==> config.mk <==
export PLATFORM = sky130hd
export DESIGN_NAME = cmw_walker
export DESIGN_NICKNAME = d
export VERILOG_FILES = /design/src/cmw_pkg.sv /design/src/cmw_walker.sv
export VERILOG_INCLUDE_DIRS = /design/src
export SDC_FILE = /design/constraint.sdc
export NUM_CORES = 1
export LEC_CHECK = 0
export BUFFER_PORTS_ARGS = -buffer_cell sky130_fd_sc_hd__buf_2
export CAP_MARGIN = 30
export CORE_ASPECT_RATIO = 1.5
export CORE_MARGIN = 2
export CORE_UTILIZATION = 40
export CTS_CLUSTER_DIAMETER = 100
export DETAILED_ROUTE_END_ITERATION = 10
export GPL_TIMING_DRIVEN = 0
export SYNTH_ARGS = -nofsm -noshare
export SYNTH_HDL_FRONTEND = slang
export SYNTH_SLANG_ARGS = --single-unit
==> constraint.sdc <==
create_clock -name sys_clk -period 3.4 [get_ports sys_clk]
set_input_delay 0.51 -clock sys_clk [delete_from_list [all_inputs] [get_ports sys_clk]]
set_output_delay 0.51 -clock sys_clk [all_outputs]
set_load 0.005 [all_outputs]
==> src/cmw_consts.svh <==
// Constants for the message list walker: descriptor fields, offsets, timing.
// Assumes a 32-bit shared memory with byte addresses and dword descriptors.
`ifndef CMW_CONSTS_SVH
`define CMW_CONSTS_SVH

// Buffer control word fields
`define CMW_OWNER_BIT 31
`define CMW_NP_BIT 30
`define CMW_END_OF_BUFFER_IRQ_ENABLE_BIT 28
`define CMW_IC_BIT 27
`define CMW_BUFFER_LENGTH_FIELD_MSB 13
`define CMW_BUFFER_LENGTH_FIELD_W 14

// Byte offsets inside one list element and dword step
`define CMW_DPTR_OFS 32'h0000_0004
`define CMW_LINK_OFS 32'h0000_0008
`define CMW_WORD_STEP 32'h0000_0004
`define CMW_WORD_BYTES 15'h0004

// Status word: bytes moved in the low half
`define CMW_STAT_CNT_MSB 15

// Idle patterns between messages
`define CMW_IDLE_FLAG 8'h7E
`define CMW_IDLE_MARK 8'hFF

// Poll interval for a host-owned element
`define CMW_CLK_PERIOD_NS 5
`define CMW_POLL_NS 1000
`define CMW_POLL_CYCLES (`CMW_POLL_NS / `CMW_CLK_PERIOD_NS)

`endif

==> src/cmw_pkg.sv <==
// Types shared by the message list walker.
// Assumes cmw_consts.svh is on the include path.
package cmw_pkg;

  // One-hot walker states
  typedef enum logic [9:0] {
    CMW_IDLE = 10'h001,
    CMW_HEAD = 10'h002,
    CMW_DESC = 10'h004,
    CMW_SLOT = 10'h008,
    CMW_XMEM = 10'h010,
    CMW_XSTR = 10'h020,
    CMW_LINK = 10'h040,
    CMW_STAT = 10'h080,
    CMW_POLL = 10'h100,
    CMW_PARK = 10'h200
  } cmw_state_type;

  // Bus master request towards shared memory
  typedef struct packed {
    logic req;
    logic we;
    logic [31:0] addr;
    logic [31:0] wdata;
  } cmw_mem_req_type;

endpackage

==> src/cmw_walker.sv <==
// One channel direction walking a linked list of elements in shared memory.
// Assumes a memory port that holds ack high one cycle with read data, and
// stream ports on the same clock towards the serial side FIFO logic.
`timescale 1ns/100ps
`default_nettype none
`include "cmw_consts.svh"

// Functional notes
// - Element is three dwords: control word, buffer address, link address.
// - Test ownership first; after servicing, invert ownership bit back to host.
// - Host-owned element ends list; channel stays active, polls or idles.
// - No-poll bit 0 means re-poll a host-owned element periodically.
// - Transmit: owner 1 is device; load buffer address and length.
// - Receive: owner 0 is device, owner 1 is host.
// - Transmit activation reads head pointer, then the element it addresses.
// - Receive activation reads head pointer, then the element it addresses.
// - Inhibit 0: slot gets control word address; rereads link, writes status.
// - Inhibit 1: slot gets prefetched link; jump there without status overwrite.
// - Transmit: master reads buffer data into the transmit stream.
// - Receive: master writes received stream data into the buffer.
// - End of message: status word and end-of-buffer event, then fetch next element.
// - Each direction has own request; every request is acknowledged.
// - Idle select 0 gives 7Eh idle; length field is bytes.
module cmw_walker
  import cmw_pkg::*;
#(
  parameter bit IS_RX = 1'b0,
  parameter int POLL_CYCLES = `CMW_POLL_CYCLES
) (
  input wire logic sys_clk,
  input wire logic nrst,
  input wire logic srv_req,
  input wire logic srv_jump,
  input wire logic [31:0] head_ptr_addr,
  input wire logic [31:0] msg_slot_addr,
  input wire logic status_overwrite_inhibit,
  output cmw_mem_req_type mem,
  input wire logic mem_ack,
  input wire logic [31:0] mem_rdata,
  output logic [31:0] out_data,
  output logic out_valid,
  input wire logic out_ready,
  input wire logic [31:0] in_data,
  input wire logic in_valid,
  output logic in_ready,
  output logic service_acknowledge_event,
  output logic end_of_buffer_event,
  output logic chan_active,
  output logic list_ended,
  output logic idle_code_select,
  output logic [7:0] idle_pattern
);

  localparam logic [31:0] OWNER_MASK = 32'h1 << `CMW_OWNER_BIT;
  localparam logic [15:0] POLL_LOAD = 16'(POLL_CYCLES - 1);

  cmw_state_type state, next_state;
  cmw_mem_req_type next_mem;
  logic [1:0] widx, next_widx;
  logic [31:0] desc_addr, next_desc_addr;
  logic [31:0] ctl, next_ctl;
  logic [31:0] link, next_link;
  logic [31:0] xaddr, next_xaddr;
  logic [14:0] remain, next_remain;
  logic [15:0] moved, next_moved;
  logic [15:0] poll_cnt, next_poll_cnt;
  logic pend_act, next_pend_act;
  logic pend_jmp, next_pend_jmp;
  logic [31:0] next_out_data;
  logic next_out_valid, next_in_ready, next_service_acknowledge_event, next_eob;
  logic next_active, next_ended, next_ic;
  logic [7:0] next_idle;
  logic owned, mem_free, last_word, end_msg;

  // Device owns the element when the ownership bit matches its direction
  assign owned = IS_RX ? ~ctl[`CMW_OWNER_BIT] : ctl[`CMW_OWNER_BIT];
  // No bus access left open after this cycle
  assign mem_free = ~mem.req | mem_ack;
  assign last_word = remain <= `CMW_WORD_BYTES;

  // Next state of the walker and its bus and stream outputs
  always_comb begin
    next_state = state;
    next_mem = mem;
    next_widx = widx;
    next_desc_addr = desc_addr;
    next_ctl = ctl;
    next_link = link;
    next_xaddr = xaddr;
    next_remain = remain;
    next_moved = moved;
    next_poll_cnt = poll_cnt;
    next_pend_act = pend_act;
    next_pend_jmp = pend_jmp;
    next_out_data = out_data;
    next_out_valid = out_valid;
    next_in_ready = in_ready;
    next_service_acknowledge_event = 1'b0;
    next_eob = 1'b0;
    next_active = chan_active;
    next_ended = list_ended;
    next_ic = idle_code_select;
    next_idle = idle_pattern;
    end_msg = 1'b0;
    if (mem_ack) begin
      next_mem.req = 1'b0;
    end
    // Requests are latched; a receive jump acts as an activation
    if (srv_req) begin
      if (srv_jump && !IS_RX) begin
        next_pend_jmp = 1'b1;
      end else begin
        next_pend_act = 1'b1;
      end
    end
    unique case (state)
      CMW_IDLE, CMW_PARK: begin
      end
      CMW_HEAD: begin
        if (mem_ack) begin
          // Head pointer kept, then the first element fetched
          next_desc_addr = mem_rdata;
          next_mem = '{1'b1, 1'b0, mem_rdata, 32'h0};
          next_widx = 2'h0;
          next_state = CMW_DESC;
        end
      end
      CMW_DESC: begin
        if (mem_ack) begin
          // Three consecutive dwords per element
          unique case (widx)
            2'h0: next_ctl = mem_rdata;
            2'h1: next_xaddr = mem_rdata;
            default: next_link = mem_rdata;
          endcase
          if (widx != 2'h2) begin
            next_widx = widx + 2'h1;
            next_mem = '{1'b1, 1'b0, mem.addr + `CMW_WORD_STEP, 32'h0};
          end else if (owned) begin
            // Load length; publish control address or prefetched link
            next_remain = {1'b0, ctl[`CMW_BUFFER_LENGTH_FIELD_MSB:0]};
            next_moved = 16'h0;
            next_ended = 1'b0;
            next_ic = ctl[`CMW_IC_BIT];
            next_idle = ctl[`CMW_IC_BIT] ? `CMW_IDLE_MARK : `CMW_IDLE_FLAG;
            next_mem = '{1'b1, 1'b1, msg_slot_addr,
                         status_overwrite_inhibit ? mem_rdata : desc_addr};
            next_state = CMW_SLOT;
          end else begin
            // Host-owned: list ends, channel stays active
            next_ended = 1'b1;
            if (ctl[`CMW_NP_BIT]) begin
              next_state = CMW_PARK;
            end else begin
              next_poll_cnt = POLL_LOAD;
              next_state = CMW_POLL;
            end
          end
        end
      end
      CMW_SLOT: begin
        if (mem_ack) begin
          if (remain == 15'h0) begin
            end_msg = 1'b1;
          end else if (!IS_RX) begin
            next_mem = '{1'b1, 1'b0, xaddr, 32'h0};
            next_state = CMW_XMEM;
          end else begin
            next_in_ready = 1'b1;
            next_state = CMW_XSTR;
          end
        end
      end
      CMW_XMEM: begin
        if (mem_ack) begin
          if (!IS_RX) begin
            // Buffer word goes out to the transmit stream
            next_out_data = mem_rdata;
            next_out_valid = 1'b1;
            next_state = CMW_XSTR;
          end else begin
            next_xaddr = xaddr + `CMW_WORD_STEP;
            next_remain = last_word ? 15'h0 : remain - `CMW_WORD_BYTES;
            next_moved = moved + (last_word ? {1'b0, remain} : 16'h4);
            if (last_word) begin
              end_msg = 1'b1;
            end else begin
              next_in_ready = 1'b1;
              next_state = CMW_XSTR;
            end
          end
        end
      end
      CMW_XSTR: begin
        if (!IS_RX && out_valid && out_ready) begin
          next_out_valid = 1'b0;
          next_xaddr = xaddr + `CMW_WORD_STEP;
          next_remain = last_word ? 15'h0 : remain - `CMW_WORD_BYTES;
          next_moved = moved + (last_word ? {1'b0, remain} : 16'h4);
          if (last_word) begin
            end_msg = 1'b1;
          end else begin
            next_mem = '{1'b1, 1'b0, xaddr + `CMW_WORD_STEP, 32'h0};
            next_state = CMW_XMEM;
          end
        end else if (IS_RX && in_valid && in_ready) begin
          // Received word written into the buffer
          next_in_ready = 1'b0;
          next_mem = '{1'b1, 1'b1, xaddr, in_data};
          next_state = CMW_XMEM;
        end
      end
      CMW_LINK: begin
        if (mem_ack) begin
          // Link reread, then the control word becomes a status word
          next_link = mem_rdata;
          next_mem = '{1'b1, 1'b1, desc_addr,
                       {~ctl[`CMW_OWNER_BIT], 15'h0, moved}};
          next_state = CMW_STAT;
        end
      end
      CMW_STAT: begin
        if (mem_ack) begin
          next_eob = ctl[`CMW_END_OF_BUFFER_IRQ_ENABLE_BIT];
          if (pend_jmp) begin
            next_pend_jmp = 1'b0;
            next_service_acknowledge_event = 1'b1;
            next_mem = '{1'b1, 1'b0, head_ptr_addr, 32'h0};
            next_state = CMW_HEAD;
          end else begin
            // Follow the link to the next element
            next_desc_addr = link;
            next_mem = '{1'b1, 1'b0, link, 32'h0};
            next_widx = 2'h0;
            next_state = CMW_DESC;
          end
        end
      end
      CMW_POLL: begin
        if (poll_cnt == 16'h0) begin
          // Re-read the same element to see whether ownership changed
          next_mem = '{1'b1, 1'b0, desc_addr, 32'h0};
          next_widx = 2'h0;
          next_state = CMW_DESC;
        end else begin
          next_poll_cnt = poll_cnt - 16'h1;
        end
      end
    endcase
    // Message finished: status or ownership return
    if (end_msg) begin
      if (!status_overwrite_inhibit) begin
        next_mem = '{1'b1, 1'b0, desc_addr + `CMW_LINK_OFS, 32'h0};
        next_state = CMW_LINK;
      end else begin
        next_mem = '{1'b1, 1'b1, desc_addr, ctl ^ OWNER_MASK};
        next_state = CMW_STAT;
      end
    end
    // Activation restarts once no bus access is open; a jump too, but only when idle, parked or polling
    if (mem_free && (next_pend_act ||
        (next_pend_jmp && (state == CMW_IDLE || state == CMW_PARK || state == CMW_POLL)))) begin
      next_pend_act = 1'b0;
      next_pend_jmp = 1'b0;
      next_service_acknowledge_event = 1'b1;
      next_active = 1'b1;
      next_out_valid = 1'b0;
      next_in_ready = 1'b0;
      next_mem = '{1'b1, 1'b0, head_ptr_addr, 32'h0};
      next_state = CMW_HEAD;
    end
  end

  // Register all walker state
  always_ff @(posedge sys_clk) begin
    if (!nrst) begin
      state <= CMW_IDLE;
      mem <= '0;
      widx <= 2'h0;
      desc_addr <= 32'h0;
      ctl <= 32'h0;
      link <= 32'h0;
      xaddr <= 32'h0;
      remain <= 15'h0;
      moved <= 16'h0;
      poll_cnt <= 16'h0;
      pend_act <= 1'b0;
      pend_jmp <= 1'b0;
      out_data <= 32'h0;
      out_valid <= 1'b0;
      in_ready <= 1'b0;
      service_acknowledge_event <= 1'b0;
      end_of_buffer_event <= 1'b0;
      chan_active <= 1'b0;
      list_ended <= 1'b0;
      idle_code_select <= 1'b0;
      idle_pattern <= `CMW_IDLE_FLAG;
    end else begin
      state <= next_state;
      mem <= next_mem;
      widx <= next_widx;
      desc_addr <= next_desc_addr;
      ctl <= next_ctl;
      link <= next_link;
      xaddr <= next_xaddr;
      remain <= next_remain;
      moved <= next_moved;
      poll_cnt <= next_poll_cnt;
      pend_act <= next_pend_act;
      pend_jmp <= next_pend_jmp;
      out_data <= next_out_data;
      out_valid <= next_out_valid;
      in_ready <= next_in_ready;
      service_acknowledge_event <= next_service_acknowledge_event;
      end_of_buffer_event <= next_eob;
      chan_active <= next_active;
      list_ended <= next_ended;
      idle_code_select <= next_ic;
      idle_pattern <= next_idle;
    end
  end

endmodule
`default_nettype wire

==> results.cfg <==
[synth]
yosysSeqAreaShare = 0.345
synth_most_common_cell = nand2_1
avgSynthCellArea_sq_um = 7.45
synthFlopType = dfxtp_1
synthCells = 2284
synth-edff-count = 0
yosysWarnings = 0
synth-async-reset-ratio = 0
synth.area.top_cells = dfxtp_1 (34%), nand2_1 (10%), a21oi_1 (6.8%)
yosys-top-cells-count = nand2_1 (455), dfxtp_1 (293), a21oi_1 (232), nor2_1 (190), clkbuf_1 (151)
ys_types = 80
synth_top_cell_by_area = dfxtp_1
syn_area_sq_um = 17000
synth_seq_cells = 293
synth_top_area_frac = 0.345

[cells_and_area]
fin_area_sq_um = 20700
fillers = 4296
drive_above_1_share = 0.165
seqCellArea_sq_um = 5870
multi_input_area_sq_um = 10700
area_growth_syn_to_layout_pct = 21.6
nNetsFinal = 2739
finalNonFillerCells = 3165

[clocking]
clk_latency_ns = 0.57
cts_tree = built
numCtsBuffers = 35
cts_hold_buffers = 0
cts_max_level = 2
clk_path_buf_depth = 3
clk_pin_slew_ns = 0.06
cts_sinks = 293
root_buffer = clkbuf_16

[global_route]
grt_pass1_vias = 19200
overflow = 0
grt_pass1_wl_um = 134000
grt_start_max_net_pins = 14
antenna_found_initial = 3
groute.usage.overall = 0.419

[placement]
io_buffers = 205
dp_cells = 3085
detailed_place_hpwl_um = 71800
place_ws_ns = -1.52
gp_congestion = 1.01
place_area_sq_um = 19000

[floorplanning]
fp-row-count = 92
dieArea_sq_um = 44200
io_pins = 249
core_area_sq_um = 42000
die-height_um = 257
die_x_um = 172
initial_core_util = 0.405

[route]
firstDrtPassIters = 6
drt-total-wl_um = 95100
antenna_left = 0
drt_iter0_drc = 2457
via_per_inst = 6.47
drcViolationCount = 0
vias = 20500
wire_per_inst_um = 30.0

[worst_setup_path]
path_max_fanout = 10
start_kind = flip-flop
crit_type = reg -> reg
end_kind = flip-flop
cp_data_arrival_time_ns = 3.89
critical_path_required_ns = 3.85

[power]
p_leak_nw = 7.59
peakVddDrop_uv = 304
power_density_nw_per_um2 = 428

[run_status]
failed_checks = setup timing
status = finished, violations left

[timing]
setup_violations = 4
fin_crit_ns = 3.44
relSlewSlack = 0.247
rsz0062_at_grt = true
hold_violations = 0
post-route-period-util = 1.01
max_clock_freq_ghz = 0.291
finClkSkew_ns = 0.0187
timing.final.ws_setup_ns = -0.0373
worst_pin_slew_ns = 1.13
drv_slew = 0

[min_path]
hold_path_class = in -> reg

[flow_run]
max-cap-violations = 0
## logic make-up (layout without fill, tap and decap cells)
| group | Yosys count | in the layout | share of synthesized area |
|---|---|---|---|
| AND/OR/NAND/NOR | 963 | 963 | 0.259 |
| AO/OA/AOI/OAI | 661 | 661 | 0.255 |
| flip-flops | 293 | 293 | 0.345 |
| buffers and inverters | 209 | 507 | 0.0491 |
| XOR/XNOR | 75 | 75 | 0.0386 |
| multiplexers | 54 | 54 | 0.0328 |
| adder cells (fa/ha/maj) | 27 | 27 | 0.0203 |
| other | 2 | 21 | 0.000442 |
## per-layer routing
layer	global-route usage	vias up	wire, um
met5	0	-	14
met4	0.323	2	9340
met3	0.0823	445	9250
met2	0.655	1400	42400
met1	0.501	9769	34100
li1	-	8847	-
## layout by cell type (no fill, tap or decap), types with 36 or more instances in the layout
master	n
dfxtp_1	291
xor2_1	40
a22oi_1	55
a21oi_1	230
mux2i_1	39
nor3_1	59
o21ai_0	111
nor2_1	185
buf_2	216
nand2_1	454
buf_4	36
nand3_1	51
clkbuf_1	119
## metrics by stage
| stage | setup TNS, ns | hold WS, ns | utilization | total power (W) |
|---|---|---|---|---|
| after global routing | -0.0692 | 0.306 | 0.492 | 0.00901 |
| after CTS | 0 | 0.265 | 0.487 | 0.00878 |
| final | -0.0803 | 0.276 | 0.492 | 0.00885 |
| after detailed placement | -143.39 | 0.445 | 0.452 | 0.00493 |
| after global placement | -141.60 | 0.438 | 0.448 | 0.00490 |
| after floorplan | 0 | 0.423 | - | 0.00428 |
## report_power, final
group	leakage, nW	total [W]	internal [W]	switching [W]
combinational	4.66	0.00125	0.000417	0.000836
sequential	2.37	0.00372	0.00353	0.000196
clock	0.555	0.00387	0.00216	0.00171
## final cells by class
class	count	share of cell area
Sequential cell	293	0.284
Timing Repair Buffer	246	0.0677
Antenna cell	3	0.000363
Tap cell	564	0.0341
Inverter	32	0.00581
Clock inverter	15	0.00835
Clock buffer	44	0.0459
Buffer	170	0.0372
Multi-Input combinational cell	1798	0.517
## sequential cells by signal, summed over array words and instances (netlist names)
signal	flops
link	32
end_of_buffer_event	1
mem	66
poll_cnt	16
desc_addr	32
chan_active	1
list_ended	1
pend_jmp	1
xaddr	32
ctl	32
moved	16
out_data	32
pend_act	1
idle_pattern	1
widx	2
state	10
service_acknowledge_event	1
remain	15
out_valid	1
## worst max-delay path, cell delays in order, from the launching register on
cell and delay, ns:
dfxtp_1 0.45, clkbuf_1 0.40, nor3_2 0.15, nand4_1 0.28, buf_4 0.20, a211o_1 0.22, clkbuf_1 0.59, o21ai_0 0.23
a21oi_1 0.39, nand3_1 0.12, o31a_1 0.28
## what timing repair did
item                                    in CTS  in global routing
pin swaps                                    9                  7
resized for setup                           80                 43
endpoints found under the hold margin        0                  0
endpoints found under the setup margin     214                177
setup buffers                               14                  9
## worst paths after layout
path | startpoint | endpoint | slack [ns] | depth (start not counted)
worst min-delay path | head_ptr_addr[28] | mem[60] | 0.28 | 3
worst max-delay path | state[6] | mem[58] | -0.04 | 10
worst max register to register | state[6] | mem[58] | -0.04 | 10
worst min register to register | out_data[14] | out_data[14] | 0.45 | 2
Power figures use the tool's default switching activity.
